File: config.mk
export PLATFORM = sky130hd
export DESIGN_NAME = power_rail_sequencer_control
export DESIGN_NICKNAME = d
export VERILOG_FILES = /design/src/verilog/seq_pkg.sv /design/src/verilog/ms_tick.sv /design/src/verilog/power_rail_sequencer_control.sv
export VERILOG_INCLUDE_DIRS = /design/src /design/src/verilog
export SDC_FILE = /design/constraint.sdc
export NUM_CORES = 1
export LEC_CHECK = 0
export BUFFER_PORTS_ARGS = -buffer_cell sky130_fd_sc_hd__buf_2
export CAP_MARGIN = 15
export CORE_AREA = 2 2 97 137
export CTS_BUF_LIST = sky130_fd_sc_hd__clkbuf_4 sky130_fd_sc_hd__clkbuf_8
export DETAILED_ROUTE_END_ITERATION = 8
export DIE_AREA = 0 0 99 139
export GPL_TIMING_DRIVEN = 0
export HOLD_SLACK_MARGIN = 0.03
export PLACE_DENSITY_LB_ADDON = 0.08
export SYNTH_ARGS = -nofsm -noshare
export SYNTH_HDL_FRONTEND = slang
export SYNTH_SLANG_ARGS = --single-unit
File: constraint.sdc
create_clock -name clk -period 3.42 [get_ports clk]
set_clock_uncertainty 0.05 [all_clocks]
set_input_delay 0.513 -clock clk [delete_from_list [all_inputs] [get_ports clk]]
set_output_delay 0.513 -clock clk [all_outputs]
set_load 0.05 [all_outputs]
File: src/verilog/seq_params.svh
// Offsets, field positions, reset values and timing counts of the sequencer control block.
`ifndef SEQ_PARAMS_SVH
`define SEQ_PARAMS_SVH
`define CTRL6_INDEX       8'h1e
`define CTRL6_ADDR        12'h078
`define STATUS_ADDR       12'h100
`define STROBE_MAP_ADDR   12'h104
`define DELAY_LOW_ADDR    12'h108
`define UNLOCK_ADDR       12'h10c
`define UNLOCK_KEY        8'h7d
`define CTRL6_RESET       8'h00
`define STROBE_MAP_RESET  32'h00000000
`define DELAY_LOW_RESET   8'h00
`define FLD_FIFTH_HI      7
`define FLD_FIFTH_LO      6
`define FLD_SIXTH_HI      5
`define FLD_SIXTH_LO      4
`define FLD_RESERVED      3
`define FLD_UP            2
`define FLD_DOWN          1
`define FLD_INSTANT       0
`define CLK_HZ            20000000
`define MS_PER_SEC        1000
`define TICK_CYCLES       (`CLK_HZ / `MS_PER_SEC)
`define LAST_STROBE       4'h7
`endif

File: src/verilog/seq_pkg.sv
// Types shared by the sequencer control block.
`default_nettype none
package seq_pkg;
  typedef enum logic [2:0] {
    st_idle = 3'b001,
    st_up   = 3'b010,
    st_down = 3'b100
  } seq_state_t;

  typedef struct packed {
    logic [1:0] fifth_interval_select;
    logic [1:0] sixth_interval_select;
    logic       reserved_bit;
    logic       powerup_trigger;
    logic       powerdown_trigger;
    logic       instant_shutdown_select;
  } ctrl6_t;
endpackage : seq_pkg
`default_nettype wire

File: src/verilog/ms_tick.sv
// Millisecond tick divider running off the system clock.
`timescale 1ns/1ps
`default_nettype none
module ms_tick #(
  parameter int unsigned CYCLES = 20000
) (
  // Clock and reset
  input  wire logic clk,
  input  wire logic sys_rst,
  // Restart and tick
  input  wire logic restart,
  output logic      tick
);
  if (CYCLES < 2) begin : g_bad_cycles
    $error("ms_tick: CYCLES must be at least 2");
  end

  logic [31:0] cnt_q;

  always_ff @(posedge clk) begin
    if (sys_rst || restart) begin
      cnt_q <= 32'h0;
      tick  <= 1'b0;
    end else if (cnt_q == CYCLES - 1) begin
      cnt_q <= 32'h0;
      tick  <= 1'b1;
    end else begin
      cnt_q <= cnt_q + 32'h1;
      tick  <= 1'b0;
    end
  end
endmodule : ms_tick
`default_nettype wire

File: src/verilog/power_rail_sequencer_control.sv
// Sequencer control register, APB slave and rail strobe engine.
//
// How it works
// - The control register takes writes only while the unlock key has just been written.
// - Bits 7 to 6 select the fifth interval as 1, 2, 5 or 10 ms, reset 00b.
// - Bits 5 to 4 select the sixth interval with the same coding, reset 00b.
// - Writing 1 to bit 2 starts power-up and the bit clears itself.
// - Writing 1 to bit 1 starts power-down and the bit clears itself.
// - Shutdown begins on the enable pin going low or on the power-down trigger.
// - Shutdown only touches rails that have a nonzero strobe code.
// - With bit 0 clear, rails go off in reverse strobe order with the programmed delays.
// - With bit 0 set, all sequenced rails go off at once with no delays.
// - Bit 3 is reserved, reads 0 and ignores writes.
// - A rail turns on when the strobe count reaches its code; code 0 leaves it alone.
`timescale 1ns/1ps
`default_nettype none
`include "seq_params.svh"
module power_rail_sequencer_control #(
  parameter int unsigned RAILS       = 8,
  parameter int unsigned TICK_CYCLES = `TICK_CYCLES
) (
  // Clock and reset
  input  wire logic              clk,
  input  wire logic              sys_rst,
  // APB slave
  input  wire logic              psel,
  input  wire logic              penable,
  input  wire logic              pwrite,
  input  wire logic [11:0]       paddr,
  input  wire logic [31:0]       pwdata,
  output logic      [31:0]       prdata,
  output logic                   pready,
  output logic                   pslverr,
  // Power pins
  input  wire logic              power_enable_pin,
  output logic      [RAILS-1:0]  rail_enable
);
  // The strobe map word holds four bits per rail, so it cannot serve more than eight rails.
  if (RAILS < 1 || RAILS > 8) begin : g_bad_rails
    $error("RAILS must be 1 to 8");
  end
  if (TICK_CYCLES < 2) begin : g_bad_tick
    $error("TICK_CYCLES must be at least 2");
  end

  // ==========================================================
  // Interval decode
  // ==========================================================
  function automatic logic [3:0] interval_ms(input logic [1:0] sel);
    case (sel)
      2'b00:   interval_ms = 4'd1;
      2'b01:   interval_ms = 4'd2;
      2'b10:   interval_ms = 4'd5;
      default: interval_ms = 4'd10;
    endcase
  endfunction : interval_ms

  // ==========================================================
  // Registers
  // ==========================================================
  seq_pkg::ctrl6_t     ctrl_q;
  logic [31:0]         map_q;
  logic [7:0]          dly_low_q;
  logic                unlock_q;
  seq_pkg::seq_state_t state_q;
  logic [3:0]          step_q;
  logic [3:0]          wait_q;
  logic                pin_q;
  logic                up_pend_q;
  logic                down_pend_q;

  wire access  = psel && penable && pready;
  wire wr      = access && pwrite;
  wire rd_next = psel && !penable && !pwrite;
  wire hit_ctrl   = (paddr == `CTRL6_ADDR);
  wire hit_status = (paddr == `STATUS_ADDR);
  wire hit_map    = (paddr == `STROBE_MAP_ADDR);
  wire hit_dly    = (paddr == `DELAY_LOW_ADDR);
  wire hit_unlock = (paddr == `UNLOCK_ADDR);
  wire hit_any    = hit_ctrl || hit_status || hit_map || hit_dly || hit_unlock;
  wire ctrl_wr    = wr && hit_ctrl && unlock_q;

  wire pin_fall  = pin_q && !power_enable_pin;
  wire up_req    = ctrl_wr && pwdata[`FLD_UP];
  wire down_req  = (ctrl_wr && pwdata[`FLD_DOWN]) || pin_fall;

  // ==========================================================
  // Millisecond time base
  // ==========================================================
  logic tick;
  wire  tick_restart = (state_q == seq_pkg::st_idle);

  ms_tick #(.CYCLES(TICK_CYCLES)) u_tick (
    .clk     (clk),
    .sys_rst (sys_rst),
    .restart (tick_restart),
    .tick    (tick)
  );

  // Delay between strobe n and n+1 (n = 1..6): fields 1..4 from the neighbour word.
  function automatic logic [1:0] delay_sel(input logic [3:0] n, input logic [7:0] low,
                                           input seq_pkg::ctrl6_t c);
    case (n)
      4'd1:    delay_sel = low[7:6];
      4'd2:    delay_sel = low[5:4];
      4'd3:    delay_sel = low[3:2];
      4'd4:    delay_sel = low[1:0];
      4'd5:    delay_sel = c.fifth_interval_select;
      default: delay_sel = c.sixth_interval_select;
    endcase
  endfunction : delay_sel

  // On the way down, step n leaves strobe n+1 behind, so it waits delay n.
  wire [3:0] wait_len = interval_ms(delay_sel(step_q, dly_low_q, ctrl_q));

  // ==========================================================
  // Rail decode
  // ==========================================================
  logic [RAILS-1:0] on_at_step;
  logic [RAILS-1:0] sequenced;
  always_comb begin
    for (int i = 0; i < RAILS; i++) begin
      sequenced[i]  = (map_q[4*i +: 4] != 4'h0);
      on_at_step[i] = sequenced[i] && (map_q[4*i +: 4] <= step_q);
    end
  end

  // ==========================================================
  // Register writes
  // ==========================================================
  always_ff @(posedge clk) begin
    if (sys_rst) begin
      ctrl_q    <= `CTRL6_RESET;
      map_q     <= `STROBE_MAP_RESET;
      dly_low_q <= `DELAY_LOW_RESET;
      unlock_q  <= 1'b0;
      pin_q     <= 1'b1;
    end else begin
      pin_q <= power_enable_pin;
      if (wr) begin
        unlock_q <= hit_unlock && (pwdata[7:0] == `UNLOCK_KEY);
      end
      if (ctrl_wr) begin
        ctrl_q.fifth_interval_select   <= pwdata[`FLD_FIFTH_HI:`FLD_FIFTH_LO];
        ctrl_q.sixth_interval_select   <= pwdata[`FLD_SIXTH_HI:`FLD_SIXTH_LO];
        ctrl_q.instant_shutdown_select <= pwdata[`FLD_INSTANT];
      end
      ctrl_q.reserved_bit      <= 1'b0;
      // Triggers only ever read back as 0: the engine takes them the same cycle.
      ctrl_q.powerup_trigger   <= 1'b0;
      ctrl_q.powerdown_trigger <= 1'b0;
      if (wr && hit_map) begin
        map_q <= pwdata;
      end
      if (wr && hit_dly) begin
        dly_low_q <= pwdata[7:0];
      end
    end
  end

  // ==========================================================
  // Strobe engine
  // ==========================================================
  // A request arriving mid-sequence is held until the engine is idle; a held down request is served first and drops a held up request.
  always_ff @(posedge clk) begin
    if (sys_rst) begin
      state_q     <= seq_pkg::st_idle;
      step_q      <= 4'h0;
      wait_q      <= 4'h0;
      rail_enable <= '0;
      up_pend_q   <= 1'b0;
      down_pend_q <= 1'b0;
    end else begin
      up_pend_q   <= up_pend_q || up_req;
      down_pend_q <= down_pend_q || down_req;
      case (state_q)
        seq_pkg::st_idle: begin
          if (down_req || down_pend_q) begin
            down_pend_q <= 1'b0;
            up_pend_q   <= 1'b0;
            if (ctrl_q.instant_shutdown_select) begin
              rail_enable <= rail_enable & ~sequenced;
              step_q      <= 4'h0;
            end else begin
              state_q <= seq_pkg::st_down;
              step_q  <= `LAST_STROBE;
              wait_q  <= 4'h0;
            end
          end else if (up_req || up_pend_q) begin
            up_pend_q   <= 1'b0;
            state_q     <= seq_pkg::st_up;
            step_q      <= 4'h1;
            wait_q      <= 4'h0;
          end
        end
        seq_pkg::st_up: begin
          rail_enable <= rail_enable | on_at_step;
          if (tick) begin
            if (step_q == `LAST_STROBE) begin
              state_q <= seq_pkg::st_idle;
            end else if (wait_q + 4'h1 >= wait_len) begin
              step_q <= step_q + 4'h1;
              wait_q <= 4'h0;
            end else begin
              wait_q <= wait_q + 4'h1;
            end
          end
        end
        default: begin
          // Sequenced rails whose code lies above the current step are dropped.
          rail_enable <= rail_enable & ~(sequenced & ~on_at_step);
          if (step_q == 4'h0) begin
            state_q <= seq_pkg::st_idle;
          end else if (tick) begin
            if (wait_q + 4'h1 >= wait_len || step_q == `LAST_STROBE) begin
              step_q <= step_q - 4'h1;
              wait_q <= 4'h0;
            end else begin
              wait_q <= wait_q + 4'h1;
            end
          end
        end
      endcase
    end
  end

  // ==========================================================
  // APB answer
  // ==========================================================
  wire [31:0] rd_data =
      hit_ctrl   ? {24'h0, ctrl_q} :
      hit_status ? {24'h0, step_q, 1'b0, state_q} :
      hit_map    ? map_q :
      hit_dly    ? {24'h0, dly_low_q} : 32'h0;

  always_ff @(posedge clk) begin
    if (sys_rst) begin
      prdata  <= 32'h0;
      pready  <= 1'b0;
      pslverr <= 1'b0;
    end else begin
      pready  <= psel && !penable;
      pslverr <= psel && !penable && !hit_any;
      if (rd_next) begin
        prdata <= rd_data;
      end
    end
  end
endmodule : power_rail_sequencer_control
`default_nettype wire

==> results by group, run 1 <==
Run status
  • Status: complete, no violations

GRT
  • Largest net degree at the start of global routing: 17
  • Initial antenna violation count: 0
  • Global-route wire length before repair: 30860 µm
  • Vias in the first global route: 6335
  • Total GRT Usage: roughly 28%
  • Total gr overflow: 0

Timing
  • Fmax: 301.9 MHz
  • Final hold violations: 0
  • Fin Setup TNS: 0 ns
  • Period minus WS final: 3.312 ns
  • Period Utilization, post-route: roughly 97%
  • Setup violators final: 0
  • Worst rel slew slack: between 30% and 40%
  • RSZ-0062 raised after global routing: no
  • Slew @ Worst Pin: ~0.9 ns
  • Fin. max-slew vios: 0

Cells and area
  • Fillers: about 1200
  • Synth-to-Final Area Change: 15.56%
  • Share of layout cells above drive strength 1: around 16%
  • Nets: between 1000 and 1500
  • Ant diodes: 0
  • Cell area after layout: between 7000 and 8000 µm²
  • Final core occ: 62.11%

Die
  • Io pins: between 90 and 100
  • Initial core utilization: a little over half
  • Core area: ~13000 µm²
  • Die Footprint: between 10000 and 15000 µm²
  • Number of rows in the core area: 49
  • Die Ht: between 100 and 150 µm
  • Die Width: slightly below 100 µm

Synth
  • Synth Instances: 807
  • Asr flop ratio synth: 0%
  • Post-synth EDFFs: 0
  • Dominant synthesized flop cell: dfxtp_1
  • YS warnings: 0
  • #FFs+latches synth: around 140
  • Seq/Total Area, Yosys: about two fifths
  • Syn Area/Cell: between 8 and 9 µm²
  • Synthesized net count: 900
  • Netlist cell types: 61
  • Post-Syn Area: just under 7000 µm²

Detailed routing
  • Total wire length: between 15000 and 20000 µm
  • Vias per cell: between 5 and 6
  • Max layer used: met4
  • Post-DRT Antenna Nets: 0
  • WL met2: 10390 µm
  • First DRT Iteration DRCs: 320
  • Metal-1 WL: ~7400 µm
  • Met3 WL post-DR: between 900 and 1000 µm
  • DR WL/cell: ~18 µm
  • Vias: about 6500
  • DRC Markers: 0
  • Pre-antenna DRT Iters: 6

CTS
  • Bufs on Longest Clock Path: 2
  • Reg clk slew, reported paths: ~0.08 ns
  • CTS Buf Count: 17
  • Later-pin clock latency in the skew report: ~0.45 ns
  • CTS tree: yes
  • TritonCTS Sinks: around 140
  • Hold-fix buffers, CTS: 0
  • CTS root buf: clkbuf_8
  • H-tree Lvls: 4

Setup path
  • Crit end category: flop
  • Worst EP required: 3.72 ns
  • CP Max Fanout: 16
  • CP Launch Type: flop
  • R2R depth: 13
  • Crit path top cell by count: a21o_1
  • R2r startpoint: step_q[0]
  • Setup CP Type: reg2reg
  • CP Cell Sequence: inv_1, ha_1, nor3_1, a21oi_1, o21ai_1, a21oi_2, ha_1, nand2b_1, a21o_1, a21o_1, a21o_1, and3_1, a32o_1
  • Crit path DAT: 3.61 ns
  • Worst r2r dst: step_q[3]
  • Flop2flop setup slack: approximately 0.11 ns
  • CP peak stage delay: ~0.51 ns
  • CP max stage cell: dfxtp_4

Pwr
  • Overall power: between 4 and 5 mW
  • Pwr/cell area: approximately 530 nW/µm²
  • Peak VDD IR: 0.0003132 V
  • Leak: around 3 nW

Placement
  • Gpl congestion: 0.9088
  • Placed Area: between 7000 and 8000 µm²
  • DP HPWL: around 14000 µm
  • Port buffer count: 90

Hold path
  • Worst min path class: in2reg
  • Hold Startpoint: power_enable_pin
  • Hold depth: 3
  • Hold Crit Endpoint: pin_q

Job
  • Max Cap Violations: 0
[synthesized netlist by cell type (all sizes together), types with 5 or more instances]
cell | number | share of area, %
a22oi | 26 | 2.9
nor4 | 13 | 1.3
clkbuf | 29 | 1.6
xnor2 | 11 | 1.4
xor2 | 21 | 2.7
ha | 43 | 8.0
nand4 | 18 | 1.7
o21ai | 39 | 2.9
o31ai | 9 | 1.1
nand3 | 19 | 1.4
and4 | 15 | 1.9
and2 | 5 | 0.46
inv | 20 | 1.1
nand2 | 118 | 6.7
buf | 9 | 0.87
a21oi | 71 | 5.3
nor2b | 11 | 1.0
nand2b | 12 | 1.1
dfxtp | 135 | 40
a311oi | 7 | 0.91
mux2i | 18 | 2.7
nor2 | 91 | 5.1
and3 | 8 | 0.78
nor3 | 12 | 1.1
[logic make-up after synthesis]
| kind of cell | share of synthesized area, % |
|---|---|
| AND/OR/NAND/NOR | 24.73 |
| AO/OA/AOI/OAI | 16.73 |
| flip-flops | 40.01 |
| buffers and inverters | 3.593 |
| adder cells (fa/ha/maj) | 7.964 |
| XOR/XNOR | 4.149 |
| multiplexers | 2.834 |
[cells in the final DEF, fill, tap and decap left out, drive strengths merged, types with 5 or more instances in the layout]
| cell type | synthesis | routed |
|---|---|---|
| nand2 | 118 | 118 |
| clkbuf | 29 | 48 |
| and4 | 15 | 15 |
| and2 | 5 | 5 |
| nor2b | 11 | 11 |
| xor2 | 21 | 21 |
| nand3 | 19 | 19 |
| ha | 43 | 43 |
| o31ai | 9 | 9 |
| and3 | 8 | 8 |
| nor4 | 13 | 13 |
| nand4 | 18 | 18 |
| a21oi | 71 | 71 |
| a311oi | 7 | 7 |
| buf | 9 | 101 |
| dfxtp | 135 | 135 |
| a22oi | 26 | 26 |
| clkinv | 0 | 5 |
| inv | 20 | 23 |
| nor3 | 12 | 12 |
| xnor2 | 11 | 11 |
| mux2i | 18 | 18 |
| nand2b | 12 | 12 |
| nor2 | 91 | 91 |
| o21ai | 39 | 39 |
[cell type report]
type / instances / area [µm²] / share of cell area (%)
plain buffers: 38 / 167.7 / 2.148
clock buffers: 19 / 261.5 / 3.350
clock inverters: 13 / 120.1 / 1.539
inverters: 20 / 78.83 / 1.010
multi-input cells: 614 / 3814 / 48.85
flip-flops and latches: 135 / 2708 / 34.69
well taps: 153 / 191.4 / 2.452
repair buffers: 92 / 465.4 / 5.962
[registers in the layout, indices dropped and copies added, names as in the netlist, 3 cells and up]
| register | count |
|---|---|
| map_q | 32 |
| step_q | 4 |
| wait_q | 4 |
| rail_enable | 8 |
| u_tick.cnt_q | 32 |
| ctrl_q | 5 |
| prdata | 32 |
| state_q | 3 |
| dly_low_q | 8 |
[routing by layer]
layer / vias to the layer above / global-route usage (%)
met5: - / 0
met4: 0 / 14.92
met3: 51 / 5.141
met2: 198 / 51.00
met1: 3139 / 30.04
li1: 3106 / -
[how the worst max path moves through the flow]
stage	from	to	cells after the start
final	step_q[0]	step_q[3]	13
after global routing	step_q[0]	step_q[1]	13
after CTS	step_q[0]	step_q[3]	13
after detailed placement	step_q[0]	step_q[3]	13
after global placement	step_q[0]	step_q[3]	13
after floorplan	step_q[0]	step_q[3]	13
[repair_timing]
action	CTS	global route
buffers inserted	1	0
setup endpoints to repair	8	7
resized for setup	3	3
hold endpoints to repair	0	0
[per-stage QoR]
step / hold slack, ns / worst slack (ns) / instances
floorplan: 0.3629 / 0.4099 / 807
global placement: 0.3719 / -0.3772 / 1050
detailed placement: 0.3847 / -0.4526 / 1050
CTS: 0.1875 / 0.02451 / 1083
global route: 0.2073 / 0.01828 / 1084
finish: 0.1990 / 0.1081 / 1084
[critical path: cells and delay by family, from the launching register on]
kind            cells  cell delay (ns)
compound gates      7             1.40
fa+ha+maj           2             0.53
buf+inv             1             0.16
flops               1             0.51
simple gates        3             0.52
[report_power, final]
group	switching, mW	leakage [nW]	internal [mW]	total (mW)
clock	0.677	0.189	0.619	1.30
sequential	0.0773	1.09	1.61	1.69
combinational	0.693	1.70	0.444	1.14
Note: power is estimated with default switching activity, not from simulation.
==> run 2: changes to the inputs <==
--- a/config.mk
+++ b/config.mk
@@ -6,12 +6,13 @@
 export SDC_FILE = /design/constraint.sdc
 export NUM_CORES = 1
 export LEC_CHECK = 0
+export ABC_AREA = 1
 export BUFFER_PORTS_ARGS = -buffer_cell sky130_fd_sc_hd__buf_2
 export CAP_MARGIN = 15
-export CORE_AREA = 2 2 97 137
+export CORE_AREA = 2 2 101 142
 export CTS_BUF_LIST = sky130_fd_sc_hd__clkbuf_4 sky130_fd_sc_hd__clkbuf_8
 export DETAILED_ROUTE_END_ITERATION = 8
-export DIE_AREA = 0 0 99 139
+export DIE_AREA = 0 0 103 144
 export GPL_TIMING_DRIVEN = 0
 export HOLD_SLACK_MARGIN = 0.03
 export PLACE_DENSITY_LB_ADDON = 0.08
==> results by group, run 2 <==
Setup path
  • Setup CP Type: reg2reg
  • CP Launch Type: flop
  • Crit path top cell by count: nand2_1
  • CP peak stage delay: about 0.45 ns
  • CP Cell Sequence: buf_4, inv_1, nor3_1, nand2_1, o21ai_0, nor4_2, o211ai_1, ha_1, nand2_1, nand2_1, nand2_1, a21oi_1, nand3_2, nand2_1, nand2_1, nor2_1
  • Delay-heaviest family, CP: simple AND/OR/NAND/NOR gates
  • Crit end category: flop
  • Crit path DAT: about 3.5 ns
  • Crit path buffers/inverters: 2
  • CP Max Fanout: 13
  • CP max stage cell: inv_1
  • Worst EP required: around 3.8 ns

CTS
  • CTS Buf Count: 17
  • TritonCTS Sinks: around 140
  • Later-pin clock latency in the skew report: around 0.45 ns
  • Reg clk slew, reported paths: approximately 0.09 ns
  • CTS root buf: clkbuf_8
  • CTS tree: yes
  • H-tree Lvls: 4
  • Bufs on Longest Clock Path: 2

Timing
  • RSZ-0062 raised after global routing: no
  • Fmax: 317.0 MHz
  • Fin. max-slew vios: 0
  • Period minus WS final: around 3.2 ns
  • Setup violators final: 0
  • Final hold violations: 0
  • Fin Setup TNS: 0 ns
  • Final hold slack: slightly below 0.2 ns
  • Slew @ Worst Pin: ~0.8 ns
  • Worst rel slew slack: approximately 47%
  • Period Utilization, post-route: between 90 and 100%
  • Final worst slack: roughly 0.27 ns

Pwr
  • Overall power: roughly 4.4 mW
  • Clock power frac: approximately a third
  • Switching pwr: roughly 1.6 mW
  • Combinational share of power: between 20 and 30%
  • Pint: roughly 2.8 mW
  • Leak: about 3.5 nW
  • Peak VDD IR: just under 0.0003 V
  • Sequential share of power: a little under two fifths
  • Net switching fraction of the power: 36.12%
  • Pwr/cell area: 522.8 nW/µm²

Die
  • Number of rows in the core area: 51
  • Die Width: about 100 µm
  • Die Footprint: about 15000 µm²
  • Initial core utilization: between 50% and 60%
  • Die Ht: around 140 µm
  • Core area: about 14000 µm²
  • Io pins: 92

GRT
  • Global routing met2 resource utilization: 52.87%
  • Total gr overflow: 0
  • Largest net degree at the start of global routing: 17
  • Global-route wire length before repair: ~32000 µm
  • Initial antenna violation count: 0
  • Vias in the first global route: 6775
  • Total GRT Usage: approximately 28%
  • GR Util met1: around 28%
  • GRT Max-Usage Layer: met2
  • M3 GR Usage: under 10%

Synth
  • Top cell type's share of synthesized area: a little under two fifths
  • Dominant synthesized flop cell: dfxtp_1
  • Yosys top cell by area: dfxtp_1
  • Synth area leaders: dfxtp_1 37%, nand2_1 9.6%, a21oi_1 8.0%
  • Simple-gate share of the synthesized area: 27.55%
  • Synthesized net count: between 1000 and 1500
  • Mux contribution to synthesized area: 0%
  • Post-synth EDFFs: 0
  • Syn Area/Cell: 7.173 µm²
  • Synth Instances: around 1000
  • Most frequent cells after synthesis: 187 x nand2_1, 144 x inv_1, 135 x dfxtp_1
  • Post-Syn Area: 7302 µm²
  • Top-count cell post-synth: nand2_1
  • Compound-Gate Fraction of Synth Area: approximately 16%
  • #FFs+latches synth: 135
  • Asr flop ratio synth: 0%
  • YS warnings: 0
  • XOR/XNOR Fraction of Synth Area: 1.919%
  • Largest family of logic cells by synthesized area: simple AND/OR/NAND/NOR gates
  • Netlist cell types: 43
  • Seq/Total Area, Yosys: between 30% and 40%
  • Post-synthesis adder-cell area fraction: approximately 7.4%

Detailed routing
  • Post-DRT Antenna Nets: 0
  • Vias: 7092
  • Pre-antenna DRT Iters: 5
  • DRC Markers: 0
  • Vias per cell: 5.340
  • Total wire length: between 20000 and 25000 µm
  • DR WL/cell: around 15 µm
  • First DRT Iteration DRCs: 359

Cells and area
  • Synth-to-Final Area Change: 15.70%
  • Share of layout cells above drive strength 1: around 17%
  • Fillers: 1356
  • Ant diodes: 0
  • Cell area after layout: 8448 µm²
  • Most common cell after layout, fill and taps aside: nand2_1
  • Largest registers: map_q: 32 flops, prdata: 32 flops, u_tick.cnt_q: 32 flops
  • Multi-input gate area: 3867 µm²
  • Nets: about 1200
  • Most frequent cells in the layout: 187 x nand2_1, 143 x inv_1, 134 x dfxtp_1, 116 x a21oi_1, 100 x buf_2
  • Sequential cell area: around 2700 µm²

Placement
  • Gpl congestion: 0.9904
  • DP HPWL: around 16000 µm
  • Port buffer count: 90
  • Pre-CTS setup slack: -0.1518 ns
  • Placed Area: 7984 µm²

Job
  • Max Cap Violations: 0

Hold path
  • Worst min path class: in2reg

Run status
  • Status: complete, no violations
## run 2: power groups by stage
stage                     Combinational [mW]  Clock [mW]  Sequential [mW]
after floorplan                        0.913           0             1.71
after global placement                  1.20           0             1.72
after detailed placement                1.22           0             1.72
after CTS                               1.23        1.50             1.69
after global routing                    1.41        1.57             1.70
final                                   1.25        1.48             1.69
## run 2: layout make-up
type / instances / share of cell area (%)
inverter: 152 / 6.798
clock buffer: 18 / 2.932
tap: 185 / 2.740
clock inverter: 14 / 2.207
timing repair buffer: 93 / 5.598
buffer: 31 / 1.911
sequential: 135 / 32.04
multi-input combinational: 700 / 45.78
## run 2: timing repair
item	4_1_cts	5_1_grt
resized for setup	1	2
buffers inserted	0	3
gates cloned	0	0
endpoints found under the setup margin	4	8
hold buffers	0	0
## run 2: worst paths after layout
check / from / end / slack, ns / depth (start not counted)
min: power_enable_pin / pin_q / 0.19 / 3
max reg2reg: step_q[2] / step_q[3] / 0.27 / 16
min reg2reg: prdata[22] / prdata[22] / 0.41 / 2
max: step_q[2] / step_q[3] / 0.27 / 16
## run 2: kinds of logic after synthesis
family,after synthesis
and+or+nand+nor,425
AOI/OAI and AO/OA,216
buffers and inverters,183
DFF,135
adders and majority gates,43
xor gates and xnor gates,16
## run 2: routing by layer
| layer | vias to the layer above | wire length [µm] | share of wire [%] |
|---|---|---|---|
| li1 | 3592 | - | - |
| met3 | 68 | 864 | 4.2 |
| met4 | 0 | 1009 | 4.9 |
| met5 | - | 0 | 0 |
| met1 | 3236 | 7687 | 38 |
| met2 | 196 | 10870 | 53 |
## run 2: stage by stage
stage	util [%]	std cells
floorplan	-	1018
global placement	58.47	1293
detailed placement	58.47	1293
CTS	61.65	1325
global route	61.87	1328
finish	61.87	1328
## run 2: tightest hold or removal path: stages
cell     delay (ns)
buf_2          0.07
inv_1          0.04
nand2_1        0.05
==> run 3: changes to the inputs <==
--- a/config.mk
+++ b/config.mk
@@ -9,13 +9,15 @@
 export ABC_AREA = 1
 export BUFFER_PORTS_ARGS = -buffer_cell sky130_fd_sc_hd__buf_2
 export CAP_MARGIN = 15
-export CORE_AREA = 2 2 101 142
+export CORE_AREA = 2 2 102 143
 export CTS_BUF_LIST = sky130_fd_sc_hd__clkbuf_4 sky130_fd_sc_hd__clkbuf_8
+export CTS_CLUSTER_DIAMETER = 150
 export DETAILED_ROUTE_END_ITERATION = 8
-export DIE_AREA = 0 0 103 144
+export DIE_AREA = 0 0 104 145
 export GPL_TIMING_DRIVEN = 0
 export HOLD_SLACK_MARGIN = 0.03
 export PLACE_DENSITY_LB_ADDON = 0.08
 export SYNTH_ARGS = -nofsm -noshare
 export SYNTH_HDL_FRONTEND = slang
+export SYNTH_HIERARCHICAL = 1
 export SYNTH_SLANG_ARGS = --single-unit
==> constraint.sdc (replaced) <==
create_clock -name clk -period 3.42 [get_ports clk]
set_clock_uncertainty 0.05 [all_clocks]
set_input_delay 0.684 -clock clk [delete_from_list [all_inputs] [get_ports clk]]
set_output_delay 0.684 -clock clk [all_outputs]
set_load 0.05 [all_outputs]
==> results by group, run 3 <==
Detailed routing
  • DR WL/cell: around 15 µm
  • Pre-antenna DRT Iters: 5
  • First DRT Iteration DRCs: around 350
  • Vias per cell: about 5.2
  • Total wire length: a little under 20000 µm
  • Post-DRT Antenna Nets: 0
  • Vias: approximately 7100
  • DRC Markers: 0

Timing
  • Setup violators final: 0
  • Worst rel slew slack: 52.35%
  • RSZ-0062 raised after global routing: no
  • Final worst slack: approximately 0.38 ns
  • Fmax: roughly 330 MHz
  • Period minus WS final: between 3 and 4 ns
  • Period Utilization, post-route: 88.95%
  • Fin. max-slew vios: 0
  • Slew @ Worst Pin: a little over 0.7 ns
  • Final hold violations: 0

Setup path
  • Crit end category: flop
  • Crit path buffers/inverters: 3
  • Worst EP required: between 3 and 4 ns
  • Crit path DAT: about 3.4 ns
  • CP Max Fanout: 5
  • Flop2flop setup slack: 0.38 ns
  • R2r startpoint: step_q[1]
  • Setup CP Type: reg2reg
  • CP startpoint: step_q[1]
  • R2R depth: 18
  • CP Launch Type: flop
  • CP Depth: 18
  • Worst r2r dst: step_q[1]
  • Crit path top cell by count: nand2_1
  • Delay-heaviest family, CP: simple AND/OR/NAND/NOR gates
  • CP max stage cell: dfxtp_1
  • CP peak stage delay: about 0.48 ns
  • CP Cell Sequence: clkinvlp_4, ha_1, a22oi_1, and3_1, inv_1, nor2_1, nor2_1, ha_1, inv_1, a21boi_0, o21ai_0, nand2_1, nand2_1, a21oi_2, nand3_2, nand2_1, nand2_1, nor2_1

CTS
  • CTS Buf Count: 17
  • TritonCTS Sinks: roughly 140
  • H-tree Lvls: 4
  • CTS tree: yes
  • Bufs on Longest Clock Path: 2
  • Hold-fix buffers, CTS: 0
  • Reg clk slew, reported paths: roughly 0.08 ns
  • Later-pin clock latency in the skew report: around 0.45 ns
  • CTS root buf: clkbuf_8

Pwr
  • Combinational share of power: 27.4%
  • Pint: about 3 mW
  • Clock power frac: a little over a third
  • Peak VDD IR: 0.0002663 V
  • Switching pwr: approximately 1.5 mW
  • Net switching fraction of the power: about a third
  • Leak: 3.569 nW
  • Overall power: 4.488 mW
  • Sequential share of power: 37.7%
  • Pwr/cell area: around 520 nW/µm²

Synth
  • Top cell type's share of synthesized area: 36.38%
  • Asr flop ratio synth: 0%
  • Seq/Total Area, Yosys: between 30% and 40%
  • Synthesized net count: 1150
  • Largest family of logic cells by synthesized area: simple AND/OR/NAND/NOR gates
  • Top-count cell post-synth: nand2_1
  • YS warnings: 6
  • Most frequent cells after synthesis: 230 x nand2_1, 135 x dfxtp_1, 127 x nor2_1
  • Synth area leaders: dfxtp_1 36%, nand2_1 12%, ha_1 7.2%
  • Yosys top cell by area: dfxtp_1
  • Netlist cell types: 42
  • Post-synth EDFFs: 0
  • #FFs+latches synth: 135
  • Post-synthesis adder-cell area fraction: 7.243%
  • Simple-gate share of the synthesized area: roughly 30%
  • XOR/XNOR Fraction of Synth Area: under 10%
  • Synth Instances: 1057
  • Post-Syn Area: roughly 7400 µm²
  • Dominant synthesized flop cell: dfxtp_1
  • Mux contribution to synthesized area: 0%
  • Compound-Gate Fraction of Synth Area: between 15 and 20%
  • Syn Area/Cell: between 7 and 8 µm²

Cells and area
  • Share of layout cells above drive strength 1: around 18%
  • Most frequent cells in the layout: 230 x nand2_1, 134 x dfxtp_1, 127 x nor2_1, 119 x inv_1, 93 x buf_2
  • Largest registers: map_q: 32 flops, prdata: 32 flops, u_tick/cnt_q: 32 flops
  • Multi-input gate area: about 4100 µm²
  • Nets: between 1000 and 1500
  • Synth-to-Final Area Change: 16.14%
  • Sequential cell area: 2706 µm²
  • Cell area after layout: around 8600 µm²
  • Ant diodes: 0
  • Non-filler cells, final: between 1000 and 1500
  • Fillers: ~1400
  • Most common cell after layout, fill and taps aside: nand2_1

Die
  • Core area: around 14000 µm²
  • Number of rows in the core area: between 50 and 60
  • Die Footprint: ~15000 µm²
  • Initial core utilization: between 50% and 60%
  • Io pins: between 90 and 100
  • Die Ht: roughly 150 µm
  • Die Width: 104 µm

Placement
  • DP HPWL: approximately 15000 µm
  • Placed cells: 1333
  • Placed Area: between 8000 and 9000 µm²
  • Gpl congestion: 0.9203
  • Pre-CTS setup slack: -0.07477 ns
  • Port buffer count: 91

GRT
  • Global-route wire length before repair: 32380 µm
  • GRT Max-Usage Layer: met2
  • Initial antenna violation count: 0
  • Total GRT Usage: 26.67%
  • M3 GR Usage: roughly 4.7%
  • Global routing met2 resource utilization: between 50% and 60%
  • Total gr overflow: 0
  • Vias in the first global route: ~6800
  • Largest net degree at the start of global routing: 17
  • GR Util met1: 28.52%

Hold path
  • Hold Crit Endpoint: pin_q
  • Hold depth: 3
  • Hold Startpoint: power_enable_pin
  • Worst min path class: in2reg

Run status
  • Status: complete, no violations

Job
  • Max Cap Violations: 0
-- run 3: kinds of logic after synthesis --
family / after synthesis
and+or+nand+nor: 491
xor gates and xnor gates: 17
buffers and inverters: 166
AOI/OAI and AO/OA: 205
DFF: 135
adders and majority gates: 43
-- run 3: power groups by stage --
| stage | combinational, mW | sequential [mW] | clock, mW |
|---|---|---|---|
| 3_5_place_dp | 1.20 | 1.72 | 0 |
| 2_1_floorplan | 0.912 | 1.70 | 0 |
| 4_1_cts | 1.21 | 1.69 | 1.58 |
| 5_1_grt | 1.41 | 1.70 | 1.64 |
| 6_report | 1.23 | 1.69 | 1.56 |
| 3_3_place_gp | 1.18 | 1.72 | 0 |
-- run 3: worst reg2reg max path, stage by stage, from the launching register on --
cell and delay [ns]:
dfxtp_1 0.48, clkinvlp_4 0.21, ha_1 0.24, a22oi_1 0.18
and3_1 0.23, inv_1 0.05, nor2_1 0.20, nor2_1 0.10
ha_1 0.29, inv_1 0.03, a21boi_0 0.13, o21ai_0 0.09
nand2_1 0.06, nand2_1 0.07, a21oi_2 0.21, nand3_2 0.15
nand2_1 0.08, nand2_1 0.04, nor2_1 0.09
-- run 3: worst max path at each step --
stage                 to
6_report       step_q[1]
5_1_grt        step_q[1]
3_5_place_dp   step_q[1]
3_3_place_gp   step_q[0]
4_1_cts        step_q[1]
2_1_floorplan  step_q[1]
-- run 3: metal layers --
| layer | vias to the layer above | wire length [µm] |
|---|---|---|
| met5 | - | 0 |
| met4 | 0 | 853 |
| met3 | 56 | 759 |
| met2 | 169 | 10370 |
| met1 | 3188 | 7884 |
| li1 | 3676 | - |
-- run 3: final cells by class --
class,instances,share of cell area [%]
Clock inverter,14,2.567
Tap cell,185,2.683
Clock buffer,18,2.799
Inverter,136,6.004
Sequential cell,135,31.37
Multi-Input combinational cell,756,47.18
Buffer,30,1.682
Timing Repair Buffer,96,5.714
-- run 3: stage by stage --
stage               util [%]  TNS (ns)  hold slack [ns]
finish                 62.59         0           0.3954
global route           62.59         0           0.4167
CTS                    62.25         0           0.3744
detailed placement     58.88   -0.2633           0.3924
global placement       58.88  -0.05161           0.3820
floorplan                  -         0           0.3676
-- run 3: what timing repair did --
item | 4_1_cts | 5_1_grt
buffers inserted | 0 | 5
gates resized for setup | 1 | 3
endpoints found under the setup margin | 8 | 8
endpoints found under the hold margin | 0 | 0
